`src/sez_pkg.sv`:
```
package sez_pkg;

    // Commands as seen by the access-policy logic after command parsing.
    typedef enum logic [3:0] {
        CMD_READ              = 4'h0,
        CMD_WRITE             = 4'h1,
        CMD_LOCK_SLOT         = 4'h2,
        CMD_VERIFY_STORED     = 4'h3,
        CMD_VERIFY_VALIDATE   = 4'h4,
        CMD_VERIFY_INVALIDATE = 4'h5,
        CMD_MAC               = 4'h6,
        CMD_DIGEST_GENERATE   = 4'h7,
        CMD_HASH_INIT         = 4'h8,
        CMD_HASH_UPDATE       = 4'h9,
        CMD_HASH_FINAL        = 4'hA,
        CMD_NONCE             = 4'hB,
        CMD_KEY_DERIVATION    = 4'hC,
        CMD_SIGN              = 4'hD
    } sez_cmd_type;

    typedef enum logic [1:0] {
        ZONE_DATA = 2'h0,
        ZONE_OTP  = 2'h1,
        ZONE_SRAM = 2'h2
    } sez_zone_type;

    typedef enum logic [0:0] {
        ST_IDLE  = 1'b0,
        ST_BURST = 1'b1
    } sez_fsm_type;

    localparam logic [3:0] SLOT_PARENT    = 4'hD;
    localparam logic [3:0] SLOT_VALIDATED = 4'hE;
    localparam logic [3:0] SLOT_BOOT      = 4'hF;

    localparam logic [7:0] STAT_OK         = 8'h00;
    localparam logic [7:0] STAT_MISCOMPARE = 8'h01;
    localparam logic [7:0] STAT_REFUSED    = 8'h0F;

    localparam int         OTP_BYTES    = 64;
    localparam int         BLOCK_BYTES  = 32;
    localparam int         WORD_BYTES   = 4;
    localparam logic [2:0] BEAT_LAST    = 3'h7;
    localparam logic [2:0] BEAT_FIRST   = 3'h0;
    localparam logic [2:0] BEAT_SECOND  = 3'h1;

    typedef struct packed {
        logic         valid;      // One-cycle request strobe.
        sez_cmd_type  cmd;        // Command after parsing.
        sez_zone_type zone;       // Addressed zone.
        logic [3:0]   slot;       // Data slot number.
        logic         long_read;  // Set for a 32-byte read.
        logic [3:0]   word;       // OTP word index; bit 3 picks the block.
        logic         engine_ok;  // Crypto engine reports a match.
    } sez_req_type;

    typedef struct packed {
        logic        valid;    // One-cycle answer strobe.
        logic        granted;  // Command may proceed.
        logic [7:0]  status;   // Status code for the answer.
        logic [31:0] data;     // OTP read data, zero otherwise.
        logic        last;     // Final word of the answer.
    } sez_resp_type;

    typedef struct packed {
        logic scratch_hi;  // Upper half of scratch key holds data.
        logic scratch_lo;  // Lower half of scratch key holds data.
        logic digest;      // Message digest buffer holds data.
        logic alt_key;     // Alternate key buffer holds data.
        logic alt_secret;  // Alternate key came from key derivation.
        logic hash_ctx;    // Hash context is in progress.
    } sez_sram_type;

endpackage : sez_pkg

```
`src/sez_slot_policy.sv`:
```
`timescale 1ns/1ps
module sez_slot_policy (
    input  sez_pkg::sez_cmd_type  cmd_i,        // Requested command.
    input  wire logic [3:0]       slot_i,       // Addressed slot.
    input  wire logic             perm13_i,     // Slot 13 permanently locked.
    input  wire logic             perm15_i,     // Slot 15 permanently locked.
    input  wire logic             locked13_i,   // Slot 13 lock state.
    input  wire logic             locked15_i,   // Slot 15 lock state.
    input  wire logic             key_valid_i,  // Slot 14 key validated.
    output logic                  allowed_o     // Command permitted.
);

    always_comb begin
        allowed_o = 1'b0;
        if (slot_i == sez_pkg::SLOT_PARENT) begin
            case (cmd_i)
                sez_pkg::CMD_WRITE:
                    allowed_o = !perm13_i && !locked13_i;
                sez_pkg::CMD_READ,
                sez_pkg::CMD_LOCK_SLOT,
                sez_pkg::CMD_VERIFY_STORED,
                sez_pkg::CMD_MAC,
                sez_pkg::CMD_DIGEST_GENERATE:
                    allowed_o = 1'b1;
                default:
                    allowed_o = 1'b0;
            endcase
        end else if (slot_i == sez_pkg::SLOT_VALIDATED) begin
            case (cmd_i)
                sez_pkg::CMD_WRITE:
                    allowed_o = !key_valid_i;
                sez_pkg::CMD_READ:
                    allowed_o = 1'b1;
                sez_pkg::CMD_VERIFY_STORED:
                    allowed_o = key_valid_i;
                sez_pkg::CMD_VERIFY_VALIDATE,
                sez_pkg::CMD_VERIFY_INVALIDATE:
                    allowed_o = 1'b1;
                default:
                    allowed_o = 1'b0;
            endcase
        end else if (slot_i == sez_pkg::SLOT_BOOT) begin
            case (cmd_i)
                sez_pkg::CMD_WRITE:
                    allowed_o = !perm15_i && !locked15_i;
                sez_pkg::CMD_READ,
                sez_pkg::CMD_LOCK_SLOT,
                sez_pkg::CMD_MAC,
                sez_pkg::CMD_DIGEST_GENERATE:
                    allowed_o = 1'b1;
                default:
                    allowed_o = 1'b0;
            endcase
        end
    end

endmodule : sez_slot_policy

```
`src/sez_zone_access.sv`:
```
`timescale 1ns/1ps
// Summary of operation
// - The OTP zone holds 64 bytes as two 32-byte blocks.
// - The OTP zone ships locked; every write to it is refused.
// - OTP reads of 4 or 32 bytes answer unless a burst is running; bytes never change.
// - SRAM buffer contents are never returned to the host.
// - Sleep or power loss marks all SRAM contents invalid.
// - A 64-byte scratch key with two halves is usable only internally.
// - A 64-byte digest buffer feeds verify and sign.
// - Hash finalize writes its digest straight into the digest buffer.
// - A 32-byte alternate key is loaded by nonce or key derivation.
// - Hash context persists across init, update and finalize phases.
// - Lockable slot 13 takes writes until locked; reads always allowed.
// - Permanently locked slot 13 or 15 refuses writes, keeps the rest.
// - Slot 14 writes need its key invalidated first by the host.
// - Stored-mode verify uses the slot 14 key only while validated.
// - Slot 14 is always readable in the clear.
// - Lockable slot 15 takes writes until locked; limited command set.
module sez_zone_access #(
    parameter int           OTP_BYTES   = 64,  // OTP zone size.
    parameter int           BLOCK_BYTES = 32,  // OTP block size.
    // Image of the OTP zone; the default value is arbitrary.
    parameter logic [511:0] OTP_IMAGE   = {8'hA5, 8'h5A, 8'h3C, 8'hC3, 480'h0},
    parameter logic         KEY_VALID_RESET = 1'b0  // Slot 14 key at start.
) (
    input  wire logic                  clk_i,          // 50 MHz clock.
    input  wire logic                  rst_b_i,        // Power-on reset.
    input  sez_pkg::sez_req_type       req_i,          // Command request.
    input  wire logic                  sleep_i,        // Device enters sleep.
    input  wire logic                  slot13_perm_i,  // Slot 13 option 2.
    input  wire logic                  slot15_perm_i,  // Slot 15 option 2.
    output sez_pkg::sez_resp_type      resp_o,         // Answer.
    output logic                       busy_o,         // Burst in progress.
    output logic                       locked13_o,     // Slot 13 locked.
    output logic                       locked15_o,     // Slot 15 locked.
    output logic                       key_valid_o,    // Slot 14 validated.
    output sez_pkg::sez_sram_type      sram_valid_o    // SRAM buffer tags.
);

    localparam int OTP_WORDS = OTP_BYTES / sez_pkg::WORD_BYTES;

    generate
        if (OTP_BYTES != sez_pkg::OTP_BYTES ||
            BLOCK_BYTES != sez_pkg::BLOCK_BYTES) begin : g_bad_size
            $error("OTP geometry must be two blocks of eight words");
        end
    endgenerate

    typedef struct packed {
        sez_pkg::sez_fsm_type  fsm;
        logic                  blk;
        logic [2:0]            beat;
        logic                  locked13;
        logic                  locked15;
        logic                  key_valid;
        sez_pkg::sez_sram_type sram;
        sez_pkg::sez_resp_type resp;
    } sez_state_type;

    sez_state_type st;
    sez_state_type next_st;
    logic          allowed;

    // Read-only image of the OTP zone, one entry per 32-bit word.
    logic [31:0] otp_mem [OTP_WORDS];

    always_comb begin
        for (int i = 0; i < OTP_WORDS; i++) begin
            otp_mem[i] = OTP_IMAGE[511 - 32 * i -: 32];
        end
    end

    function automatic sez_pkg::sez_resp_type answer(
        input logic        granted,
        input logic [7:0]  status,
        input logic [31:0] data,
        input logic        last
    );
        sez_pkg::sez_resp_type r;
        r.valid   = 1'b1;
        r.granted = granted;
        r.status  = status;
        r.data    = data;
        r.last    = last;
        return r;
    endfunction : answer

    // Plain verdict with no data: grant with OK status or refuse.
    function automatic sez_pkg::sez_resp_type verdict(input logic ok);
        return answer(ok, ok ? sez_pkg::STAT_OK : sez_pkg::STAT_REFUSED,
                      32'h0, 1'b1);
    endfunction : verdict

    function automatic logic [31:0] otp_word(
        input logic       blk,
        input logic [2:0] beat
    );
        otp_word = otp_mem[{blk, beat}];
    endfunction : otp_word

    sez_slot_policy u_policy (
        .cmd_i       (req_i.cmd),
        .slot_i      (req_i.slot),
        .perm13_i    (slot13_perm_i),
        .perm15_i    (slot15_perm_i),
        .locked13_i  (st.locked13),
        .locked15_i  (st.locked15),
        .key_valid_i (st.key_valid),
        .allowed_o   (allowed)
    );

    always_comb begin
        next_st       = st;
        next_st.resp  = '0;
        case (st.fsm)
            sez_pkg::ST_BURST: begin
                // A 32-byte OTP read streams one word per cycle.
                next_st.resp = answer(1'b1, sez_pkg::STAT_OK,
                                      otp_word(st.blk, st.beat),
                                      st.beat == sez_pkg::BEAT_LAST);
                if (st.beat == sez_pkg::BEAT_LAST) begin
                    next_st.fsm  = sez_pkg::ST_IDLE;
                    next_st.beat = sez_pkg::BEAT_FIRST;
                end else begin
                    next_st.beat = st.beat + 3'h1;
                end
            end
            default: begin
                if (req_i.valid && req_i.zone == sez_pkg::ZONE_OTP) begin
                    if (req_i.cmd == sez_pkg::CMD_READ && req_i.long_read) begin
                        next_st.resp = answer(1'b1, sez_pkg::STAT_OK,
                                              otp_word(req_i.word[3],
                                                       sez_pkg::BEAT_FIRST),
                                              1'b0);
                        next_st.fsm  = sez_pkg::ST_BURST;
                        next_st.blk  = req_i.word[3];
                        next_st.beat = sez_pkg::BEAT_SECOND;
                    end else if (req_i.cmd == sez_pkg::CMD_READ) begin
                        next_st.resp = answer(1'b1, sez_pkg::STAT_OK,
                                              otp_mem[req_i.word],
                                              1'b1);
                    end else begin
                        next_st.resp = verdict(1'b0);
                    end
                end else if (req_i.valid &&
                             req_i.zone == sez_pkg::ZONE_SRAM) begin
                    next_st.resp = verdict(1'b0);
                end else if (req_i.valid) begin
                    case (req_i.cmd)
                        sez_pkg::CMD_HASH_INIT: begin
                            next_st.sram.hash_ctx = 1'b1;
                            next_st.resp = verdict(1'b1);
                        end
                        sez_pkg::CMD_HASH_UPDATE: begin
                            next_st.resp = verdict(st.sram.hash_ctx);
                        end
                        sez_pkg::CMD_HASH_FINAL: begin
                            if (st.sram.hash_ctx) begin
                                next_st.sram.hash_ctx = 1'b0;
                                next_st.sram.digest   = 1'b1;
                            end
                            next_st.resp = verdict(st.sram.hash_ctx);
                        end
                        sez_pkg::CMD_NONCE: begin
                            next_st.sram.alt_key    = 1'b1;
                            next_st.sram.alt_secret = 1'b0;
                            next_st.resp = verdict(1'b1);
                        end
                        sez_pkg::CMD_KEY_DERIVATION: begin
                            next_st.sram.alt_key    = 1'b1;
                            next_st.sram.alt_secret = 1'b1;
                            next_st.resp = verdict(1'b1);
                        end
                        sez_pkg::CMD_SIGN: begin
                            next_st.resp = verdict(st.sram.digest);
                        end
                        default: begin
                            if (!allowed) begin
                                next_st.resp = verdict(1'b0);
                            end else if (req_i.cmd ==
                                         sez_pkg::CMD_VERIFY_STORED &&
                                         !st.sram.digest) begin
                                // Verify needs a digest to check against.
                                next_st.resp = verdict(1'b0);
                            end else if (req_i.cmd ==
                                         sez_pkg::CMD_VERIFY_VALIDATE &&
                                         !req_i.engine_ok) begin
                                next_st.resp = answer(1'b0,
                                                      sez_pkg::STAT_MISCOMPARE,
                                                      32'h0, 1'b1);
                            end else begin
                                next_st.resp = verdict(1'b1);
                                if (req_i.cmd == sez_pkg::CMD_VERIFY_VALIDATE)
                                begin
                                    next_st.key_valid = 1'b1;
                                end
                                if (req_i.cmd ==
                                    sez_pkg::CMD_VERIFY_INVALIDATE) begin
                                    next_st.key_valid = 1'b0;
                                end
                                if (req_i.cmd == sez_pkg::CMD_DIGEST_GENERATE)
                                begin
                                    next_st.sram.scratch_hi = 1'b1;
                                    next_st.sram.scratch_lo = 1'b1;
                                end
                                if (req_i.cmd == sez_pkg::CMD_LOCK_SLOT &&
                                    req_i.slot == sez_pkg::SLOT_PARENT) begin
                                    next_st.locked13 = 1'b1;
                                end
                                if (req_i.cmd == sez_pkg::CMD_LOCK_SLOT &&
                                    req_i.slot == sez_pkg::SLOT_BOOT) begin
                                    next_st.locked15 = 1'b1;
                                end
                            end
                        end
                    endcase
                end
            end
        endcase
        // Sleep wipes every SRAM buffer, even one loaded this cycle.
        if (sleep_i) begin
            next_st.sram = '0;
        end
    end

    always_ff @(posedge clk_i or negedge rst_b_i) begin
        if (!rst_b_i) begin
            st           <= '0;
            st.key_valid <= KEY_VALID_RESET;
        end else begin
            st <= next_st;
        end
    end

    assign resp_o       = st.resp;
    assign busy_o       = st.fsm == sez_pkg::ST_BURST;
    assign locked13_o   = st.locked13 | slot13_perm_i;
    assign locked15_o   = st.locked15 | slot15_perm_i;
    assign key_valid_o  = st.key_valid;
    assign sram_valid_o = st.sram;

endmodule : sez_zone_access

```
`config.mk`:
```
export PLATFORM = sky130hd
export DESIGN_NAME = sez_zone_access
export DESIGN_NICKNAME = d
export VERILOG_FILES = /design/src/sez_pkg.sv /design/src/sez_slot_policy.sv /design/src/sez_zone_access.sv
export SDC_FILE = /design/constraint.sdc
export NUM_CORES = 1
export LEC_CHECK = 0
export BUFFER_PORTS_ARGS = -buffer_cell sky130_fd_sc_hd__buf_2
export CAP_MARGIN = 40
export CORE_UTILIZATION = 46
export DETAILED_ROUTE_END_ITERATION = 8
export GPL_TIMING_DRIVEN = 0
export PLACE_DENSITY = 0.83
export SLEW_MARGIN = 25
export SYNTH_ARGS = -nofsm -noshare
export SYNTH_HDL_FRONTEND = slang
export SYNTH_SLANG_ARGS = --single-unit
```
`constraint.sdc`:
```
create_clock -name clk_i -period 2 [get_ports clk_i]
set_clock_uncertainty 0.2 [all_clocks]
set_input_delay 0.4 -clock clk_i [delete_from_list [all_inputs] [get_ports clk_i]]
set_output_delay 0.4 -clock clk_i [all_outputs]
set_load 0.05 [all_outputs]
```
After elaboration in Yosys (flattened, before gate mapping)
Memory sizes are Yosys's and may differ from the RTL's.
Cells that the tools add are included.
{"block": "word_totals", "elab_cells": 147, "in_bits": 22, "reg_bits": 57, "n_memories": 3, "mem_bits_ro": 1536}
{"name": "(name not given)", "words": 16, "word_bits": 32, "rd": 1, "rd_ports_with_merged_regs": 0, "wr": 0, "line_no": "sez_zone_access.sv:140", "text": "otp_mem[req_i.word],"}
{"name": "(name not given)", "words": 16, "word_bits": 32, "rd": 1, "rd_ports_with_merged_regs": 0, "wr": 0, "line_no": "sez_zone_access.sv:98", "text": "otp_word = otp_mem[{blk, beat}];"}
{"name": "(name not given)", "words": 16, "word_bits": 32, "rd": 1, "rd_ports_with_merged_regs": 0, "wr": 0, "line_no": "sez_zone_access.sv:98"}
{"block": "op_classes", "n_eq_ne": 25, "n_reduce_logical": 42, "n_lt_le_gt_ge": 3, "n_addsub": 1, "n_mux": 45, "bitwise_logic": 11}
{"operator": "$mux 42", "count": 5}
{"operator": "$mux 32", "count": 6}
{"operator": "$mux 43", "count": 3}
{"operator": "$pmux 42 s3", "count": 1}
{"operator": "$mux 49", "count": 1}
{"operator": "$eq 4x4->1 const B", "count": 9}
{"operator": "$reduce_and 9->1", "count": 4}
{"operator": "$mux 6", "count": 4}
{"operator": "$eq 4x3->1 const B", "count": 4}
{"operator": "$reduce_bool 2->1", "count": 8}
{"operator": "$ge 5x5->1 const B", "count": 3}
{"operator": "$not 4->5", "count": 3}
{"operator": "$mux 2", "count": 5}
{"operator": "$mux 5", "count": 2}
{"operator": "$ne 2x2->1 const B", "count": 5}
{"operator": "$reduce_and 5->1", "count": 2}
{"operator": "$logic_and 1x1->1", "count": 9}
{"operator": "$mux 1", "count": 9}
{"operator": "$eq 4x2->1 const B", "count": 2}
{"operator": "$mux 4", "count": 2}
{"operator": "$logic_not 1->1", "count": 7}
{"operator": "$mux 3", "count": 2}
{"operator": "$not 1->1", "count": 6}
{"operator": "$pmux 1 s2", "count": 3}
{"operator": "other kinds (19)", "count": 22}

Logic depth before layout (Yosys ltp)
Gate-level depths: netlist of run 1.
{"block": "depth", "ltp_word": 13, "depth_mapped": 6, "ltp_nobuf": 5}

Modules after synthesis
Synthesis of run 1 repeated with hierarchy kept, for this count alone.
{"block": "unflattened", "cells_unflattened": 170, "area_unflattened_um2": 1570.3}
{"mod": "sez_zone_access", "cells_per_inst": 156, "area_per_inst_um2": 1468.9, "seq_area_each_um2": 475.5, "n_inst": 1}
{"mod": "sez_slot_policy", "cells_per_inst": 14, "area_per_inst_um2": 101.3, "seq_area_each_um2": 0.0, "n_inst": 1}

Worst setup path before layout of run 1
No wires, ideal clock.
{"block": "synth_path", "path_kind": "register to register", "start": "register st (netlist bit busy_o)", "end": "register st (netlist bit sram_valid_o[1])", "period_less_slack_ps": 2051, "path_stages_with_launch": 6, "arrival_ps": 1732, "slack_ps": -51, "path_buffers": 1, "cell_sequence": "dfrtp_1 -> buf_2 -> nor4bb_1 -> nand3_1 -> a2bb2oi_1 -> nor2_1"}
{"block": "synth_via", "elab_chain_len": 2}
{"item": "start, declared", "line_no": "sez_zone_access.sv:60", "text": "sez_state_type st;"}
{"item": "start signal, assigned", "line_no": "sez_zone_access.sv:231", "text": "st <= next_st;"}
{"item": "$ne 2x2->1 (no line)"}
{"item": "$reduce_and 5->1 (no line)"}
No other way between the ends.
A chain may end at the register's enable or synchronous reset.

Final worst setup path of run 1
{"block": "layout_path", "start": "input req_i[15] (netlist bit)", "end": "register st (netlist bit sram_valid_o[5])"}
{"block": "layout_via", "elab_chain_len": 8}
{"item": "start, declared", "line_no": "sez_zone_access.sv:28", "text": "input sez_pkg::sez_req_type req_i,"}
{"item": "$eq 4x3->1 (tied with other cells)", "line_no": "sez_slot_policy.sv:16, sez_slot_policy.sv:43, sez_zone_access.sv:201"}
{"item": "$reduce_or 4->1", "line_no": "sez_slot_policy.sv:43", "text": "case (cmd_i)"}
{"item": "$pmux 1 s2", "line_no": "sez_slot_policy.sv:43"}
{"item": "$mux 1", "line_no": "sez_slot_policy.sv:42", "text": "end else if (slot_i == sez_pkg::SLOT_BOOT) begin"}
{"item": "$mux 1", "line_no": "sez_slot_policy.sv:28", "text": "end else if (slot_i == sez_pkg::SLOT_VALIDATED) begin"}
{"item": "$mux 1", "line_no": "sez_slot_policy.sv:15", "text": "if (slot_i == sez_pkg::SLOT_PARENT) begin"}
{"item": "$reduce_bool 2->1 (no line)"}
{"item": "$reduce_and 9->1 (no line) *"}
Every way passes the cells marked *; elsewhere a longest branch is shown, timed or not.

==> metrics list, run 1 <==
- The flow ran to the end, and the final reports show no timing, DRC or antenna violations.
* CTS Sinks: 19
- The number of pins exceeding their max-slew limit in the final report came to 0.
- Crit Path Class: input port to flop
- In the finished design, the share of the clock period the worst path needs comes to 0.9281.
* DRT antenna net count: 0
- At the end of the flow, the number of nets in the layout was 278.
* Cells taking the most area after synthesis: dfrtp_1, buf_4, a21oi_1
- Aggregate global routing overflow: 0
* Arr. time, crit path: 1.90 ns
* Wire length per cell: 9.791 um
* Critical path's largest stage delay: 0.44 ns
- 75 I/O pins were placed.
- Dividing the detail-routed via count by the number of cells gives 4.676.
- Summing internal, switching and leakage power gives 1438 uW.
- A synthesized cell averages 8.708 sq um.
* Die area: 0.003547 sq mm
- The multi-input combinational cells in the finished layout cover a total of 701.9 sq um.
- Post-CTS timing repair inserted 0 buffers for setup.
- For the worst setup path, the data required time is 2.04 ns.
- Top cells by instance count after synthesis: buf_4, dfrtp_1, nand2_1, nor2_1, a21oi_1
* Initial core utilization: 0.4911
- Achievable frequency: 0.5387 GHz
* Buffering stage count on the worst path with inverters included: 2
- The synthesized design contains 0 enable-type register cells.
- Sequential area share after synthesis: 0.3120
* Routability cong.: 0.8423
- After clock tree synthesis, the clock-pin slew on the worst setup and hold paths is 0.11 ns.
- Initial antenna violation count: 0
* Core region area: 0.003103 sq mm
* Max-slew headroom: 0.6078
- CTS placed an instance of clkbuf_4 at the clock tree root.
- Top delay family on crit path: simple AND/OR/NAND/NOR gates
- The clock reaches the later pin of the worst-skew pair after 0.29 ns.
- Post-synth top area cell: dfrtp_1
- Global-route usage over all layers: 0.1703
* CP cell instances: buf_2, buf_2, or3b_2, mux2i_1, o32ai_2, nor4b_2, o21ba_1
- Area added between synthesis and finish: 28.74%
- Registers take 478.0 sq um.
- For the pin with the worst max-slew slack, the measured transition is 0.5800 ns.
* Synth Flop Type: dfrtp_1
* Crit-path max FO: 10
- Global-route wire length before repair: 4.616 mm
- Dominant cell by count in the synthesized netlist: buf_4
* Cell area after synthesis: 0.001524 sq mm
- Counting every instance in the synthesized netlist gives 175.
- Crit. End Element: flop
- The first TritonRoute pass finished after 4 iterations.
- CTS Buf Count: 3
- The via count of the first global-routing pass was 1105.
- On the critical path, the stage with the largest delay is an instance of or3b_2.
- Input/output buffers: 53
- Across the run, the number of max-cap violations was 0.
- In this run the power density over the cells is 732.9 mW/mm^2.
- Max clock buf depth: 2
- Setup repair after global routing left no endpoint under its margin.
- STA classifies the critical path startpoint as an input port.
* Crit path time final: 1.856 ns
- The final route contains 1384 vias.
* Chip width: 59.56 um
- ANT cells: 0
- Leaving out filler cells and counting taps, the final layout contains 296.
- Detailed router's first-iteration violation count: 40
* Cell Rows: 20
- In the routed design, unresolved DRC markers number 0.
- Flip-flop and latch count after synthesis: 19
- Setup violations remaining at the end of the flow were counted as 0.
* Peak supply drop: 0.0004232 V
* Share of cells above drive strength 1: 0.4960
- In this run the number of H-tree levels came out at 1.
- Synthesis instantiated 44 different standard cells from the library.
- Counting stages on the worst path, the most repeated cell is buf_2.
- In this run the static leakage power is 0.001129 uW.
- Number of hold violations in the final report: 0
- Measured along the y axis, the die boundary spans 59.56 um.
* Clock tree from TritonCTS: built
- Counting flops with an async set or reset pin after synthesis yields a share of 1.000.
- Once detailed placement completed, the half-perimeter wirelength came to 2.367 mm.
* Total instance count after detailed placement: 291
- Count of synthesis-stage warnings from yosys: 0
- Hold Crit Class: input port to flop
- The final layout contains routed wiring with a total length of 2.898 mm.
- Share of the synthesized area in the top cell type: 0.3120
- Layout fillers: 305
- Largest net degree at the start of global routing: 20
## layout by cell type (no fill, tap or decap), types with 2 or more instances in the layout
cell type,synthesis,routed
or4b_2,2,2
buf_2,3,56
a41oi_1,2,2
a22o_1,3,3
a21oi_1,11,11
nand3_1,3,3
nand3b_1,2,2
ha_1,3,3
buf_4,50,50
o21bai_1,2,2
clkbuf_4,0,3
o21ai_0,9,9
nand2_1,12,12
a2bb2oi_1,2,2
or2_2,4,4
or4b_1,2,2
inv_1,7,7
nor3b_1,2,2
nor2_1,12,12
conb_1,1,20
dfrtp_2,0,2
dfrtp_1,19,17
## state kept, by name, indices dropped and copies added (netlist names)
name          cells
busy_o            1
st                6
sram_valid_o      5
key_valid_o       1
resp_o            6
## worst register-to-register path, delay by kind of cell, from the launching register on
family	cells	cell delay [ns]
buffers and inverters	1	0.18
DFF	1	0.42
and+or+nand+nor	3	0.78
AOI/OAI and AO/OA	1	0.17
## logic make-up (layout without fill, tap and decap cells)
| logic type | Yosys count | after routing | share of synthesized area |
|---|---|---|---|
| other | 1 | 20 | 0.002461 |
| buffers and inverters | 62 | 120 | 0.2783 |
| DFF | 19 | 19 | 0.3120 |
| adders and majority gates | 3 | 3 | 0.02463 |
| AOI/OAI and AO/OA | 37 | 37 | 0.1634 |
| xor gates and xnor gates | 1 | 1 | 0.005748 |
| and+or+nand+nor | 50 | 50 | 0.1995 |
| muxes | 2 | 2 | 0.01396 |
## path summary, 6_finish.rpt
check | start | to | slack [ns] | depth (start not counted)
hold / removal | sleep_i | sram_valid_o[0] | 0.1 | 2
setup reg to reg | busy_o | sram_valid_o[1] | 0.15 | 5
hold reg to reg | st[50] | st[50] | 0.30 | 1
min in group asynchronous | rst_b_i | sram_valid_o[5] | 0.35 | 2
setup / recovery | req_i[15] | sram_valid_o[5] | 0.14 | 7
max in group asynchronous | rst_b_i | busy_o | 0.94 | 2
## cell type report
class,count,area share
well taps,44,0.02806
multi-input cells,113,0.3578
flip-flops and latches,19,0.2436
clock buffers,3,0.01148
clock inverters,1,0.002551
inverters,7,0.01339
repair buffers,54,0.1403
plain buffers,55,0.2028
## where the power goes
| part | switching [uW] | total (uW) | internal, uW |
|---|---|---|---|
| logic | 501 | 758 | 257 |
| registers | 44.5 | 489 | 444 |
| clock network | 117 | 191 | 74.4 |
## repair_timing
action                                  CTS  global route
hold endpoints to repair                 19             0
hold buffers                              1             0
resized for setup                         0             1
endpoints found under the setup margin    0            16
## through the flow
step                worst slack [ns]  hold WS (ns)  TNS [ns]  instance area (sq um)    util
floorplan                    0.07179      -0.09559         0                   1603       -
global placement             -0.1479        0.1507   -0.5854                   1923  0.6198
detailed placement           -0.1626        0.1551   -0.7363                   1923  0.6198
CTS                          0.01560       0.09344         0                   1961  0.6319
global route                0.007395        0.1055         0                   1962  0.6323
finish                        0.1438       0.09859         0                   1962  0.6323
## layer usage
layer,track usage,wire [um],vias to the layer above
li1,-,-,692
met1,0.2019,1217,630
met2,0.3194,1467,60
met3,0.01965,199,2
met4,0.04983,14,0
met5,0,0,-
(Power assumes the default switching activity.)
==> inputs of run 2 (changes only) <==
--- a/config.mk
+++ b/config.mk
@@ -11,6 +11,7 @@
 export DETAILED_ROUTE_END_ITERATION = 8
 export GPL_TIMING_DRIVEN = 0
 export PLACE_DENSITY = 0.83
+export RECOVER_POWER = 50
 export SLEW_MARGIN = 25
 export SYNTH_ARGS = -nofsm -noshare
 export SYNTH_HDL_FRONTEND = slang
==> metrics list, run 2 (synthesized netlist as in run 1, its figures left out) <==
- Result of the run: finished clean (unchanged).
- The clock sink count is 19 (unchanged).
- Area added between synthesis and finish: 27.59% (was 28.74%)
* Number of hold violations in the final report: 0 (unchanged)
- The wire length per cell was 9.777 um (was 9.791 um).
- The DRC marker count from the first detailed-route iteration was 40 (unchanged).
- The element type at the critical path start is an input port (unchanged).
- RSZ-0062 raised after global routing: no (unchanged).
* Routed via count: 1390 (was 1384)
* Critical path's largest stage delay: 0.58 ns (was 0.44 ns)
* Final wirelength: 2.894 mm (was 2.898 mm)
- The switching power of the nets came to 665.4 uW (was 662.6 uW).
- The internal cell power came to 764.4 uW (was 775.2 uW).
* Routability cong.: 0.8423 (unchanged)
* Crit path time final: 1.887 ns (was 1.856 ns)
* RR Endpoint: sram_valid_o[1] (unchanged)
- The TritonCTS clock tree was built (unchanged).
- Final net count: 278 (unchanged)
- The master of the slowest instance on the critical path is or4b_2 (was or3b_2).
- Vias in the first global route: 1105 (unchanged)
- Crit. End Element: flop (unchanged)
- Crit-path max FO: 10 (unchanged)
- Global-route usage over all layers: 0.1703 (unchanged)
* R2R Setup Slk: 0.16 ns (was 0.15 ns)
* Slew of the pin with the lowest slew margin: 0.9777 ns (was 0.5800 ns)
- The peak ir drop on the vdd network came to 0.0004197 V (was 0.0004232 V).
- Global-route wire length before repair: 4.616 mm (unchanged)
* Leading cell type in the layout, fill and taps excluded: buf_4 (was buf_2)
- Most used cells in the layout excluding fill and tap cells: buf_4, buf_2, conb_1 (was buf_2, buf_4, conb_1).
- The starting density of the core is 0.4911 (unchanged).
- The antenna violation net count after detailed routing came to 0 (unchanged).
* Clk_lat worst skew: 0.29 ns (about the same)
- Die boundary height: 59.56 um (unchanged)
- Launch instance of the worst min-delay path: sleep_i (unchanged)
* Share of cells above drive strength 1: 0.4405 (was 0.4960)
- The boundary pin count came to 75 (unchanged).
- The clock network power share came to 0.135 (was 0.133).
- The initial antenna violation count came to 0 (unchanged).
- Die area: 0.003547 sq mm (unchanged)
- CP cell instances: clkbuf_1, buf_4, or4b_2, a21oi_1, a211o_1, nor2_1, a2bb2oi_1 (was buf_2, buf_2, or3b_2, mux2i_1, o32ai_2, nor4b_2, o21ba_1).
- The switching portion of total power is 0.4654 (was 0.4608).
- Number of levels in the clock H-tree: 1 (unchanged)
- ANT cells: 0 (unchanged)
- The highest achievable clock rate was 0.5299 GHz (was 0.5387 GHz).
- The row count came to 20 (unchanged).
- Worst slack at placement: -0.1626 ns (unchanged)
* CTS Buf Count: 3 (unchanged)
- The via density per instance is 4.696 (was 4.676).
- Post-route DRC violation count: 0 (unchanged)
- The number of buffer and inverter instances along the worst setup path is 2 (unchanged).
- The number of pins exceeding their max-slew limit in the final report came to 0 (unchanged).
- Master cell of the clock root buffer: clkbuf_4 (unchanged)
- Number of violations of the max-capacitance limit: 0 (unchanged)
- Chip width: 59.56 um (unchanged)
- Worst Hold Endpoint: sram_valid_o[0] (unchanged)
- Top delay family on crit path: simple AND/OR/NAND/NOR gates (unchanged)
- The critical setup path kind was input port to flop (unchanged).
- The largest net degree at the start of global routing came to 20 (unchanged).
* Max-slew headroom: 0.3482 (was 0.6078)
* Summed negative setup slack over all endpoints: 0 ns (unchanged)
* CTS clk-pin slew, worst paths: 0.11 ns (about the same)
- The post-route worst hold slack came to 0.09454 ns (was 0.09859 ns).
- The slack of the critical path was 0.1127 ns (was 0.1438 ns).
- The number of cell instances on the worst register-to-register path came to 5 (unchanged).
- The register share of total power was 0.342 (was 0.340).
- Min-Delay Path Depth: 2 (unchanged)
- The number of buffers added on ports is 53 (unchanged).
- The kind of path behind the tightest hold check was input port to flop (unchanged).
* Count of cell instances traversed by the critical path: 7 (unchanged)
- Drt first pass iters: 4 (unchanged)
- Max clock buf depth: 2 (unchanged)
* Half-perimeter wire length of the detailed placement result: 2.367 mm (unchanged)
- Number of failing setup endpoints in the final timing report: 0 (unchanged)
- The core footprint came to 0.003103 sq mm (unchanged).
* Combinational cell fraction of total power: 0.523 (was 0.527)
- The total power per unit cell area was 735.4 mW/mm^2 (was 732.9 mW/mm^2).
- The data arrival at the endpoint of the critical path is 1.88 ns (was 1.90 ns).
- The data required time of the worst path was 1.99 ns (was 2.04 ns).
- The final cycle utilization of the critical path was 0.9436 (was 0.9281).
- The reg-to-reg critical path startpoint was busy_o (unchanged).
* Leakage power: 0.001080 uW (was 0.001129 uW)
- Aggregate global routing overflow: 0 (unchanged)
[run 2: cell types whose count changed in the layout (fill, tap and decap cells not counted)]
| cell | change |
|---|---|
| buf_2 | -14 |
| clkbuf_1 | +14 |
[run 2: per-layer routing]
layer	vias up	track usage	routed length, um
li1	692	-	-
met1	635	0.2019	1206
met2	57	0.3194	1478
met3	6	0.01965	179
met4	0	0.04983	30
met5	-	0	0
[run 2: per-stage QoR]
step                total power (uW)  utilization  instances  cell area (sq um)
finish                          1430       0.6266        296               1944
global route                    1519       0.6266        296               1944
CTS                             1450       0.6319        296               1961
detailed placement              1256       0.6198        291               1923
global placement                1239       0.6198        291               1923
floorplan                       1116            -        194               1603
[run 2: timing repair]
action                                  in CTS  in global routing
hold buffers                                 1                  0
endpoints found under the setup margin       0                 16
hold endpoints to repair                    19                  0
gates resized for setup                      0                  1
buffers inserted                             0                  0
[run 2: worst register-to-register path, cell delays in order, from the launching register on]
cell       delay [ns]
dfrtp_2          0.43
buf_2            0.18
nor4bb_2         0.56
nand3_1          0.14
a2bb2oi_1        0.17
nor2_1           0.06
[run 2: area by class of cell]
type	instances	area, sq um
Buffer	55	397.9
Inverter	7	26.28
Multi-Input combinational cell	113	701.9
Sequential cell	19	478.0
Clock buffer	3	22.52
Clock inverter	1	5.005
Fill cell	314	1159
Tap cell	44	55.05
Timing Repair Buffer	54	257.7
[run 2: how the worst max path moves through the flow]
stage	startpoint	to	slack [ns]
after floorplan	req_i[15]	key_valid_o	0.07
after global placement	req_i[15]	sram_valid_o[5]	-0.15
after detailed placement	req_i[15]	sram_valid_o[5]	-0.16
after CTS	resp_o[30]	resp_o[7]	0.02
after global routing	req_i[12]	key_valid_o	0.007
final	req_i[14]	resp_o[41]	0.11
[run 2: power by group through the flow]
| stage | Clock, uW | Sequential, uW | Combinational, uW |
|---|---|---|---|
| after floorplan | 0 | 512 | 605 |
| after detailed placement | 0 | 497 | 759 |
| after global placement | 0 | 492 | 747 |
| after CTS | 198 | 489 | 762 |
| final | 193 | 489 | 748 |
| after global routing | 209 | 498 | 811 |
